===== config.mk =====
export PLATFORM = sky130hd
export DESIGN_NAME = monitor_alarm_unit
export DESIGN_NICKNAME = d
export VERILOG_FILES = /design/src/monitor_alarm_pkg.sv /design/src/limit_check.sv /design/src/supply_check.sv /design/src/monitor_alarm_unit.sv
export SDC_FILE = /design/constraint.sdc
export NUM_CORES = 1
export LEC_CHECK = 0
export ABC_CLOCK_PERIOD_IN_PS = 4200
export BUFFER_PORTS_ARGS = -buffer_cell sky130_fd_sc_hd__buf_2
export CORE_ASPECT_RATIO = 1.75
export CORE_MARGIN = 5
export CORE_UTILIZATION = 45
export DETAILED_ROUTE_END_ITERATION = 6
export PLACE_DENSITY = 0.61
export SYNTH_ARGS = -nofsm -noshare
export SYNTH_HDL_FRONTEND = slang
export SYNTH_SLANG_ARGS = --single-unit

===== constraint.sdc =====
create_clock -name clk_sys_in -period 4.2 [get_ports clk_sys_in]
set_input_delay 0.21 -clock clk_sys_in [delete_from_list [all_inputs] [get_ports clk_sys_in]]
set_output_delay 0.21 -clock clk_sys_in [all_outputs]
set_load 0.02 [all_outputs]

===== src/monitor_alarm_pkg.sv =====
// constants shared by the monitor alarm unit
package monitor_alarm_pkg;
	localparam int ADDR_W = 8;
	localparam int DATA_W = 16;
	localparam int SRC_W  = 11;
	localparam int NDAC   = 8;
	localparam int NADC   = 4;
	localparam int NSUP   = 5;
	// register offsets
	localparam logic [7:0] OFS_GENERAL_STATUS_REGISTER   = 8'h00;
	localparam logic [7:0] OFS_ALARM_STATUS = 8'h01;
	localparam logic [7:0] OFS_TEMP_RESULT  = 8'h02;
	localparam logic [7:0] OFS_GEN_CFG0     = 8'h03;
	localparam logic [7:0] OFS_OUT_MASK     = 8'h04;
	localparam logic [7:0] OFS_DAC_PD_SRC   = 8'h05;
	localparam logic [7:0] OFS_SW_PD_SRC    = 8'h06;
	localparam logic [7:0] OFS_DAC_PD_SEL   = 8'h07;
	localparam logic [7:0] OFS_TEMP_THRESH  = 8'h08;
	localparam logic [7:0] OFS_CONV_CFG     = 8'h09;
	localparam logic [7:0] OFS_IN_HYST      = 8'h0a;
	localparam logic [7:0] OFS_SENSE_HYST   = 8'h0b;
	localparam logic [7:0] OFS_RANGE_CFG    = 8'h0c;
	localparam logic [7:0] OFS_LIMIT_BASE   = 8'h10;
	// alarm source bit positions
	localparam int SRC_TEMP   = 0;
	localparam int SRC_THERM  = 1;
	localparam int SRC_REF    = 2;
	localparam int SRC_SUPPLY = 3;
	localparam int SRC_ADC    = 7;
	// config fields
	localparam int CFG_LATCH_DIS = 0;
	localparam int CFG_PIN_POL   = 1;
	localparam int CFG_FUNC_LSB  = 8;
	localparam logic [5:0] FUNC_RESET_VAL = 6'h01;
	localparam logic [5:0] FUNC_ALARM     = 6'h02;
	// temperature codes, 128 codes per degree
	localparam logic signed [15:0] TEMP_THERMAL = 16'sh4b00;
	localparam logic [15:0] TEMP_THRESH_RST     = 16'h3e80;
	localparam logic [15:0] LIMIT_HI_RST        = 16'hffff;
	localparam logic [15:0] LIMIT_LO_RST        = 16'h0000;
	localparam logic [15:0] TEMP_LO_LIMIT       = 16'h8000;
	localparam logic [7:0]  HYST_MAX            = 8'h7f;
	// supply thresholds in millivolts (magnitudes)
	localparam logic [15:0] VCC_ON_MV      = 16'd2200;
	localparam logic [15:0] VCC_COLLAPSE   = 16'd1700;
	localparam logic [15:0] VSS_LO_ON      = 16'd2200;
	localparam logic [15:0] VSS_LO_COL     = 16'd1700;
	localparam logic [15:0] VSS_MID_ON     = 16'd3700;
	localparam logic [15:0] VSS_MID_COL    = 16'd3200;
	localparam logic [15:0] VSS_HI_ON      = 16'd6700;
	localparam logic [15:0] VSS_HI_COL     = 16'd6200;
	localparam logic [15:0] REF_ON_MV      = 16'd2000;
	localparam logic [15:0] REF_COLLAPSE   = 16'd1500;
	localparam logic [1:0]  RANGE_MID      = 2'h1;
	localparam logic [1:0]  RANGE_HIGH     = 2'h2;
endpackage : monitor_alarm_pkg


===== src/limit_check.sv =====
// window compare with false-alarm filter and hysteresis
`timescale 1ns/1ns
`default_nettype none
module limit_check #(
	parameter int W      = 16,
	parameter bit SIGNED = 1'b0
) (
	input  wire logic         clk_sys_in,
	input  wire logic         rstn_in,
	input  wire logic         sample_in,
	input  wire logic [W-1:0] code_in,
	input  wire logic [W-1:0] high_in,
	input  wire logic [W-1:0] low_in,
	input  wire logic [7:0]   hyst_in,
	input  wire logic [3:0]   count_in,
	output logic              alarm_out
);
	logic signed [W+1:0] code_x, hi_x, lo_x, hy_x;
	logic                above, below, out_rng, clr_hi, clr_lo;
	logic [3:0]          cnt_reg, cnt_next, need;
	logic                hi_reg, lo_reg, hi_next, lo_next;

	function automatic logic signed [W+1:0] ext(input logic [W-1:0] v);
		ext = {{2{SIGNED & v[W-1]}}, v};
	endfunction : ext

	assign code_x  = ext(code_in);
	assign hi_x    = ext(high_in);
	assign lo_x    = ext(low_in);
	assign hy_x    = (W+2)'(hyst_in > monitor_alarm_pkg::HYST_MAX ?
		monitor_alarm_pkg::HYST_MAX : hyst_in);
	assign above   = code_x > hi_x;
	assign below   = code_x < lo_x;
	assign out_rng = above | below;
	assign clr_hi  = code_x < hi_x - hy_x;
	assign clr_lo  = code_x > lo_x + hy_x;
	assign need    = (count_in == 4'h0) ? 4'h1 : count_in;
	assign alarm_out = hi_reg | lo_reg;

	always_comb begin
		cnt_next = cnt_reg;
		hi_next  = hi_reg;
		lo_next  = lo_reg;
		if (sample_in) begin
			if (hi_reg | lo_reg) begin
				cnt_next = 4'h0;
				if (hi_reg && clr_hi)
					hi_next = 1'b0;
				if (lo_reg && clr_lo)
					lo_next = 1'b0;
			end else if (!out_rng) begin
				cnt_next = 4'h0;
			end else if (cnt_reg + 4'h1 >= need) begin
				cnt_next = 4'h0;
				hi_next  = above;
				lo_next  = below;
			end else begin
				cnt_next = cnt_reg + 4'h1;
			end
		end
	end

	always_ff @(posedge clk_sys_in or negedge rstn_in) begin
		if (!rstn_in) begin
			cnt_reg <= 4'h0;
			hi_reg  <= 1'b0;
			lo_reg  <= 1'b0;
		end else begin
			cnt_reg <= cnt_next;
			hi_reg  <= hi_next;
			lo_reg  <= lo_next;
		end
	end
endmodule : limit_check
`default_nettype wire


===== src/supply_check.sv =====
// supply collapse detector, armed at power-on level
`timescale 1ns/1ns
`default_nettype none
module supply_check (
	input  wire logic        clk_sys_in,
	input  wire logic        rstn_in,
	input  wire logic        sample_in,
	input  wire logic [15:0] level_mv_in,
	input  wire logic [15:0] on_mv_in,
	input  wire logic [15:0] collapse_mv_in,
	output logic             alarm_out
);
	logic [15:0] mag;
	logic        armed_reg, alarm_reg;

	assign mag = level_mv_in[15] ? 16'(-level_mv_in) : level_mv_in;
	assign alarm_out = alarm_reg;

	always_ff @(posedge clk_sys_in or negedge rstn_in) begin
		if (!rstn_in) begin
			armed_reg <= 1'b0;
			alarm_reg <= 1'b0;
		end else if (sample_in) begin
			if (mag >= on_mv_in)
				armed_reg <= 1'b1;
			alarm_reg <= armed_reg && (mag < collapse_mv_in);
		end
	end
endmodule : supply_check
`default_nettype wire


===== src/monitor_alarm_unit.sv =====
// monitor alarm unit: temperature result, alarms and auto power-down
`timescale 1ns/1ns
`default_nettype none
module monitor_alarm_unit (
	input  wire logic        clk_sys_in,
	input  wire logic        rstn_in,
	input  wire logic [7:0]  reg_addr_in,
	input  wire logic        reg_wr_in,
	input  wire logic        reg_rd_in,
	input  wire logic [15:0] reg_wdata_in,
	output logic      [15:0] reg_rdata_out,
	input  wire logic        temp_valid_in,
	input  wire logic [15:0] temp_code_in,
	input  wire logic [3:0]  adc_valid_in,
	input  wire logic [63:0] adc_code_in,
	input  wire logic        supply_valid_in,
	input  wire logic [79:0] supply_mv_in,
	output logic      [7:0]  dac_powerdown_out,
	output logic      [7:0]  dac_reload_out,
	output logic             switch_off_out,
	output logic             multipurpose_pin_out,
	output logic             multipurpose_pin_oe_out
);
	localparam int SW = monitor_alarm_pkg::SRC_W;

	// software-visible registers
	logic [15:0]   temp_result_reg;
	logic          latch_dis_reg, pin_pol_reg;
	logic [5:0]    pin_func_reg;
	logic [SW-1:0] out_mask_reg, dac_src_reg, sw_src_reg;
	logic [7:0]    dac_sel_reg;
	logic [15:0]   temp_thresh_reg;
	logic [11:0]   conv_cfg_reg;
	logic [7:0]    in_hyst_reg, sense_hyst_reg;
	logic [3:0]    range_reg;
	logic [15:0]   high_reg [4];
	logic [15:0]   low_reg [4];

	// alarm state
	logic [SW-1:0] status_reg, status_next;
	logic          global_reg, global_next;
	logic          pin_lat_reg, pin_lat_next;
	logic          therm_reg, therm_hold_reg, therm_hold_next;
	logic [7:0]    pd_reg, pd_next;

	// decode and condition wires
	logic          wr_gen_cfg, wr_mask, wr_dsrc, wr_ssrc, wr_dsel;
	logic          wr_thr, wr_conv, wr_ihy, wr_shy, wr_rng;
	logic          rd_gen, rd_alarm;
	logic [SW-1:0] cond, unmasked;
	logic          any_cond, any_unmasked, pin_active;
	logic          temp_alarm;
	logic [3:0]    adc_alarm;
	logic [4:0]    sup_alarm;
	logic [15:0]   on_mv [5];
	logic [15:0]   col_mv [5];
	logic [15:0]   rd_data;

	assign wr_gen_cfg = reg_wr_in && reg_addr_in == monitor_alarm_pkg::OFS_GEN_CFG0;
	assign wr_mask = reg_wr_in && reg_addr_in == monitor_alarm_pkg::OFS_OUT_MASK;
	assign wr_dsrc = reg_wr_in && reg_addr_in == monitor_alarm_pkg::OFS_DAC_PD_SRC;
	assign wr_ssrc = reg_wr_in && reg_addr_in == monitor_alarm_pkg::OFS_SW_PD_SRC;
	assign wr_dsel = reg_wr_in && reg_addr_in == monitor_alarm_pkg::OFS_DAC_PD_SEL;
	assign wr_thr  = reg_wr_in && reg_addr_in == monitor_alarm_pkg::OFS_TEMP_THRESH;
	assign wr_conv = reg_wr_in && reg_addr_in == monitor_alarm_pkg::OFS_CONV_CFG;
	assign wr_ihy  = reg_wr_in && reg_addr_in == monitor_alarm_pkg::OFS_IN_HYST;
	assign wr_shy  = reg_wr_in && reg_addr_in == monitor_alarm_pkg::OFS_SENSE_HYST;
	assign wr_rng  = reg_wr_in && reg_addr_in == monitor_alarm_pkg::OFS_RANGE_CFG;
	assign rd_gen  = reg_rd_in && reg_addr_in == monitor_alarm_pkg::OFS_GENERAL_STATUS_REGISTER;
	assign rd_alarm = reg_rd_in &&
		reg_addr_in == monitor_alarm_pkg::OFS_ALARM_STATUS;

	// temperature: upper threshold only, signed codes
	limit_check #(.W(16), .SIGNED(1'b1)) u_temp_check (
		.clk_sys_in (clk_sys_in),
		.rstn_in    (rstn_in),
		.sample_in  (temp_valid_in),
		.code_in    (temp_code_in),
		.high_in    (temp_thresh_reg),
		.low_in     (monitor_alarm_pkg::TEMP_LO_LIMIT),
		.hyst_in    (8'h00),
		.count_in   (conv_cfg_reg[11:8]),
		.alarm_out  (temp_alarm)
	);

	// inputs 0,1 general, 2,3 sense
	genvar gi;
	generate
		for (gi = 0; gi < monitor_alarm_pkg::NADC; gi++) begin : g_adc
			limit_check #(.W(16), .SIGNED(1'b0)) u_adc_check (
				.clk_sys_in (clk_sys_in),
				.rstn_in    (rstn_in),
				.sample_in  (adc_valid_in[gi]),
				.code_in    (adc_code_in[gi*16 +: 16]),
				.high_in    (high_reg[gi]),
				.low_in     (low_reg[gi]),
				.hyst_in    (gi < 2 ? in_hyst_reg : sense_hyst_reg),
				.count_in   (gi < 2 ? conv_cfg_reg[3:0] : conv_cfg_reg[7:4]),
				.alarm_out  (adc_alarm[gi])
			);
		end
		// supplies: 0 vcca, 1 vccb, 2 vssa, 3 vssb, 4 reference
		for (gi = 0; gi < monitor_alarm_pkg::NSUP; gi++) begin : g_sup
			logic [1:0] rng;
			assign rng = range_reg[(gi & 1)*2 +: 2];
			if (gi < 2) begin : g_vcc
				assign on_mv[gi]  = monitor_alarm_pkg::VCC_ON_MV;
				assign col_mv[gi] = monitor_alarm_pkg::VCC_COLLAPSE;
			end else if (gi < 4) begin : g_vss
				assign on_mv[gi] = (rng == monitor_alarm_pkg::RANGE_HIGH) ?
					monitor_alarm_pkg::VSS_HI_ON :
					(rng == monitor_alarm_pkg::RANGE_MID) ?
					monitor_alarm_pkg::VSS_MID_ON : monitor_alarm_pkg::VSS_LO_ON;
				assign col_mv[gi] = (rng == monitor_alarm_pkg::RANGE_HIGH) ?
					monitor_alarm_pkg::VSS_HI_COL :
					(rng == monitor_alarm_pkg::RANGE_MID) ?
					monitor_alarm_pkg::VSS_MID_COL :
					monitor_alarm_pkg::VSS_LO_COL;
			end else begin : g_ref
				assign on_mv[gi]  = monitor_alarm_pkg::REF_ON_MV;
				assign col_mv[gi] = monitor_alarm_pkg::REF_COLLAPSE;
			end
			supply_check u_sup_check (
				.clk_sys_in     (clk_sys_in),
				.rstn_in        (rstn_in),
				.sample_in      (supply_valid_in),
				.level_mv_in    (supply_mv_in[gi*16 +: 16]),
				.on_mv_in       (on_mv[gi]),
				.collapse_mv_in (col_mv[gi]),
				.alarm_out      (sup_alarm[gi])
			);
		end
	endgenerate

	// live alarm conditions by source bit
	assign cond = {adc_alarm, sup_alarm[3:0], sup_alarm[4], therm_reg,
		temp_alarm};
	assign unmasked     = cond & ~out_mask_reg;
	assign any_cond     = |cond;
	assign any_unmasked = |unmasked;

	always_comb begin
		// set wins over read-clear
		status_next = (rd_alarm ? '0 : status_reg) | cond;
		if (latch_dis_reg) begin
			global_next  = any_cond;
			pin_lat_next = 1'b0;
		end else begin
			global_next  = (global_reg & ~rd_gen) | any_cond;
			pin_lat_next = (pin_lat_reg & ~rd_gen) | any_unmasked;
		end
		// thermal power-down persists until flag cleared by read
		therm_hold_next = therm_hold_reg;
		if (therm_reg && dac_src_reg[monitor_alarm_pkg::SRC_THERM])
			therm_hold_next = 1'b1;
		else if (rd_alarm)
			therm_hold_next = 1'b0;
		pd_next = ({8{|(cond & dac_src_reg)}} & dac_sel_reg) |
			{8{therm_hold_next}};
	end

	assign pin_active = latch_dis_reg ? any_unmasked : pin_lat_reg;
	assign multipurpose_pin_oe_out = (pin_func_reg ==
		monitor_alarm_pkg::FUNC_ALARM);
	assign multipurpose_pin_out = pin_active ~^ pin_pol_reg;

	always_comb begin
		rd_data = 16'h0000;
		case (reg_addr_in)
			monitor_alarm_pkg::OFS_GENERAL_STATUS_REGISTER:   rd_data = {15'h0000, global_reg};
			monitor_alarm_pkg::OFS_ALARM_STATUS: rd_data = 16'(status_reg);
			monitor_alarm_pkg::OFS_TEMP_RESULT:  rd_data = temp_result_reg;
			monitor_alarm_pkg::OFS_GEN_CFG0:     rd_data = {2'h0, pin_func_reg,
				6'h00, pin_pol_reg, latch_dis_reg};
			monitor_alarm_pkg::OFS_OUT_MASK:     rd_data = 16'(out_mask_reg);
			monitor_alarm_pkg::OFS_DAC_PD_SRC:   rd_data = 16'(dac_src_reg);
			monitor_alarm_pkg::OFS_SW_PD_SRC:    rd_data = 16'(sw_src_reg);
			monitor_alarm_pkg::OFS_DAC_PD_SEL:   rd_data = {8'h00, dac_sel_reg};
			monitor_alarm_pkg::OFS_TEMP_THRESH:  rd_data = temp_thresh_reg;
			monitor_alarm_pkg::OFS_CONV_CFG:     rd_data = {4'h0, conv_cfg_reg};
			monitor_alarm_pkg::OFS_IN_HYST:      rd_data = {8'h00, in_hyst_reg};
			monitor_alarm_pkg::OFS_SENSE_HYST:   rd_data = {8'h00, sense_hyst_reg};
			monitor_alarm_pkg::OFS_RANGE_CFG:    rd_data = {12'h000, range_reg};
			default: begin
				if (reg_addr_in[7:3] == monitor_alarm_pkg::OFS_LIMIT_BASE[7:3])
					rd_data = reg_addr_in[0] ? low_reg[reg_addr_in[2:1]] :
						high_reg[reg_addr_in[2:1]];
			end
		endcase
	end

	// configuration registers
	always_ff @(posedge clk_sys_in or negedge rstn_in) begin
		if (!rstn_in) begin
			latch_dis_reg   <= 1'b0;
			pin_pol_reg     <= 1'b0;
			pin_func_reg    <= monitor_alarm_pkg::FUNC_RESET_VAL;
			out_mask_reg    <= '0;
			dac_src_reg     <= '0;
			sw_src_reg      <= '0;
			dac_sel_reg     <= 8'h00;
			temp_thresh_reg <= monitor_alarm_pkg::TEMP_THRESH_RST;
			conv_cfg_reg    <= 12'h000;
			in_hyst_reg     <= 8'h00;
			sense_hyst_reg  <= 8'h00;
			range_reg       <= 4'h0;
		end else begin
			if (wr_gen_cfg) begin
				latch_dis_reg <= reg_wdata_in[monitor_alarm_pkg::CFG_LATCH_DIS];
				pin_pol_reg   <= reg_wdata_in[monitor_alarm_pkg::CFG_PIN_POL];
				pin_func_reg  <= reg_wdata_in[monitor_alarm_pkg::CFG_FUNC_LSB +: 6];
			end
			if (wr_mask)
				out_mask_reg <= reg_wdata_in[SW-1:0];
			if (wr_dsrc)
				dac_src_reg <= reg_wdata_in[SW-1:0];
			if (wr_ssrc)
				sw_src_reg <= reg_wdata_in[SW-1:0];
			if (wr_dsel)
				dac_sel_reg <= reg_wdata_in[7:0];
			if (wr_thr)
				temp_thresh_reg <= reg_wdata_in;
			if (wr_conv)
				conv_cfg_reg <= reg_wdata_in[11:0];
			if (wr_ihy)
				in_hyst_reg <= reg_wdata_in[7:0];
			if (wr_shy)
				sense_hyst_reg <= reg_wdata_in[7:0];
			if (wr_rng)
				range_reg <= reg_wdata_in[3:0];
		end
	end

	// limit registers, one high and one low per input
	generate
		for (gi = 0; gi < monitor_alarm_pkg::NADC; gi++) begin : g_lim
			logic hit;
			assign hit = reg_wr_in &&
				reg_addr_in[7:3] == monitor_alarm_pkg::OFS_LIMIT_BASE[7:3] &&
				reg_addr_in[2:1] == 2'(gi);
			always_ff @(posedge clk_sys_in or negedge rstn_in) begin
				if (!rstn_in) begin
					high_reg[gi] <= monitor_alarm_pkg::LIMIT_HI_RST;
					low_reg[gi]  <= monitor_alarm_pkg::LIMIT_LO_RST;
				end else if (hit && !reg_addr_in[0]) begin
					high_reg[gi] <= reg_wdata_in;
				end else if (hit) begin
					low_reg[gi] <= reg_wdata_in;
				end
			end
		end
	endgenerate

	// temperature capture and thermal compare
	always_ff @(posedge clk_sys_in or negedge rstn_in) begin
		if (!rstn_in) begin
			temp_result_reg <= 16'h0000;
			therm_reg       <= 1'b0;
		end else begin
			if (temp_valid_in) begin
				temp_result_reg <= temp_code_in;
				therm_reg <= $signed(temp_code_in) >
					monitor_alarm_pkg::TEMP_THERMAL;
			end
		end
	end

	// alarm state, power-down and read data
	always_ff @(posedge clk_sys_in or negedge rstn_in) begin
		if (!rstn_in) begin
			status_reg     <= '0;
			global_reg     <= 1'b0;
			pin_lat_reg    <= 1'b0;
			therm_hold_reg <= 1'b0;
			pd_reg         <= 8'h00;
			dac_reload_out <= 8'h00;
			switch_off_out <= 1'b0;
			reg_rdata_out  <= 16'h0000;
		end else begin
			status_reg     <= status_next;
			global_reg     <= global_next;
			pin_lat_reg    <= pin_lat_next;
			therm_hold_reg <= therm_hold_next;
			pd_reg         <= pd_next;
			dac_reload_out <= pd_reg & ~pd_next;
			switch_off_out <= |(cond & sw_src_reg) | therm_hold_next;
			if (reg_rd_in)
				reg_rdata_out <= rd_data;
		end
	end

	assign dac_powerdown_out = pd_reg;
endmodule : monitor_alarm_unit
`default_nettype wire


==> results_dict.tcl <==
set metrics [dict create \
    place.gp.congestion 0.992 \
    num_vias 24000 \
    syn_area_um2 27100 \
    ant_nets 0 \
    timing.final.crit_share_pct 95.2 \
    leakagePower_nw 14.4 \
    crit_type "register to register" \
    core_um2 60000 \
    ys_seq_elements 328 \
    irDropWorstVdd_v 0.000252 \
    dpl_cell_area_um2 29300 \
    stdcell_count 3922 \
    drc 0 \
    grt_max_degree 127 \
    clock_latency_ns 0.57 \
    async_reset_ff_share_pct 100 \
    worstPathRequired_ns 4.64 \
    cts.sinks 328 \
    finish.instance_area_um2 30800 \
    max_cap_viol_count 0 \
    slew_viol_final 0 \
    grt_overflow 0 \
    die-area_um2 65500 \
    endpoint_kind "register" \
    rsz0062_at_grt "no" \
    finalHoldViolations 0 \
    routed_wl_um 99800 \
    clockRootBuffer "clkbuf_16" \
    avgSynthCellArea_um2 9.48 \
    row_count 119 \
    period_needed_ns 4.00 \
    crit_fanout 9 \
    drt_first_pass_iters 5 \
    top_layer "met5" \
    grt_pass1_vias 24700 \
    wl_met2_um 48600 \
    yosys_warnings 0 \
    grt_first_pass_wirelength_um 149000 \
    htreeDepth 2 \
    fmaxAchievable_mhz 250 \
    fin_skew_ns 0.0127 \
    hp-class "primary input to register" \
    clk_pin_slew_ns 0.06 \
    worst-slew-pin-transition_ns 1.03 \
    track_usage_pct 29.7 \
    wl_per_cell_um 25.5 \
    detailed_place_hpwl_um 80700 \
    tns_ns 0 \
    status "finished clean" \
    start_util_pct 45.2 \
    cts_tree "done" \
    place_inst 3836 \
    fin_nets 3701 \
    synth_edf_count 0 \
    cts_buffers 35 \
    ys_seq_area_share_pct 30.6 \
    worstPathArrival_ns 4.43 \
    drt_iter0_drc 1700 \
    io_pins 229 \
    post_synth_num_cell_types 89 \
    area_growth_pct 13.4 \
    synth_ff_type "dfrtp_1" \
    met3WireLength_um 5190 \
    avgViaCountPerCell 6.13 \
    finalSetupViolations 0 \
    wl_met1_um 36700 \
    portBuffers 228 \
    n_antenna_cell 0 \
    clk_path_buf_depth 3 \
    p_per_area_nw_per_um2 318 \
    antenna_found_initial 3 \
    drive_above_1_share_pct 21.8 \
    fill_cells 5599 \
    die_w_um 196 \
    syn_inst 2864 \
    die_y_um 335 \
    maxSlewHeadroom_pct 31.6 \
    startpoint_type "register" \
]
## cells in the final DEF, fill, tap and decap left out, types with 39 or more instances in the layout
| cell type | n |
|---|---|
| xnor2_1 | 105 |
| inv_1 | 248 |
| a21oi_1 | 141 |
| nand3_1 | 78 |
| buf_2 | 227 |
| a21o_1 | 82 |
| o21ai_0 | 185 |
| mux2_2 | 178 |
| ha_1 | 389 |
| nand4_1 | 52 |
| nor2_1 | 140 |
| nor2b_1 | 39 |
| nor3_1 | 49 |
| nand2_1 | 196 |
| dfstp_2 | 71 |
| dfrtp_1 | 256 |
## worst paths after layout
path / to / slack [ns] / start / cells after the start
max: g_adc[1].u_adc_check.lo_reg / 0.20 / in_hyst_reg[7] / 17
min reg2reg: g_sup[4].u_sup_check.armed_reg / 0.47 / g_sup[4].u_sup_check.armed_reg / 1
max reg2reg: g_adc[1].u_adc_check.lo_reg / 0.20 / in_hyst_reg[7] / 17
min: g_adc[3].u_adc_check.cnt_reg[0] / 0.03 / adc_valid_in[3] / 3
max in group asynchronous: high_reg[45] / 2.76 / rstn_in / 3
min in group asynchronous: u_temp_check.cnt_reg[1] / 0.36 / rstn_in / 2
## stage by stage
step	power (mW)	worst slack, ns	hold slack [ns]	utilization, %
after global routing	10.3	0.00451	0.0302	51.3
after global placement	6.42	0.0927	0.407	48.8
after CTS	9.81	0.0619	0.00938	51.1
after floorplan	5.33	0.306	-0.0856	-
after detailed placement	6.51	0.0202	0.411	48.8
final	9.78	0.201	0.0341	51.3
## routing by layer
metal	up-vias	global-route usage [%]
met3	332	4.12
met4	6	22.5
met5	-	0
met1	11800	32.8
li1	11000	-
met2	916	51.3
## synthesized netlist by cell type (all sizes together), types with 23 or more instances
cell / n / area share [%]
nand2b: 31 / 0.71
nor3: 51 / 0.98
a21oi: 144 / 2.7
clkbuf: 64 / 0.89
a31oi: 28 / 0.65
mux2i: 23 / 0.85
dfstp: 71 / 6.9
o21ai: 187 / 3.5
ha: 389 / 18
a21o: 82 / 2.3
a211oi: 27 / 0.75
nor2: 143 / 2.0
nor2b: 39 / 0.90
buf: 23 / 0.37
xnor2: 105 / 3.4
mux2: 178 / 7.4
nand3: 79 / 1.5
xor2: 36 / 1.2
nand2: 197 / 2.7
nand4: 52 / 1.2
mux4: 37 / 3.1
inv: 248 / 3.4
o21a: 27 / 0.75
or2: 24 / 0.55
dfrtp: 257 / 24
## worst max-delay path, cell delays in order (launching register included)
cell	delay (ns)
dfrtp_2	0.44
or2_2	0.30
buf_4	0.17
ha_1	0.28
a21o_1	0.18
a21oi_1	0.24
o21ai_0	0.17
o31a_1	0.29
a41oi_1	0.27
buf_4	0.19
xnor2_1	0.07
ha_1	0.33
nand4_1	0.09
or2_2	0.29
o21ai_0	0.16
o21bai_1	0.09
a32oi_1	0.20
nand3_1	0.11
## repair_timing
action                                  4_1_cts  5_1_grt
endpoints found under the setup margin        1        4
pin swaps                                     0        2
hold buffers                                 21        0
setup buffers                                 0        2
gates resized for setup                       1       17
endpoints found under the hold margin       131        0
## cell type report
class                   count  area [um2]  area share [%]
clock buffers              48        1010            3.30
clock inverters            15         158           0.512
inverters                 249         935            3.04
multi-input cells        2206       17700            57.4
flip-flops and latches    328        8300            27.0
well taps                 786         983            3.20
repair buffers            290        1720            5.59
## power breakdown
part / leakage, nW / internal, mW / total [mW] / switching [mW]
Sequential: 4.13 / 3.44 / 3.72 / 0.284
Combinational: 9.73 / 1.12 / 2.79 / 1.67
Clock: 0.572 / 1.83 / 3.27 / 1.43
## logic make-up after synthesis
logic type / Yosys count / synth area share, %
simple gates: 721 / 13.4
flops: 328 / 30.6
mux: 238 / 11.3
buf+inv: 336 / 4.71
xor+xnor: 141 / 4.55
compound gates: 701 / 16.9
other cells: 2 / 0.0277
fa+ha+maj: 397 / 18.5
Note: power is estimated with default switching activity, not from simulation.
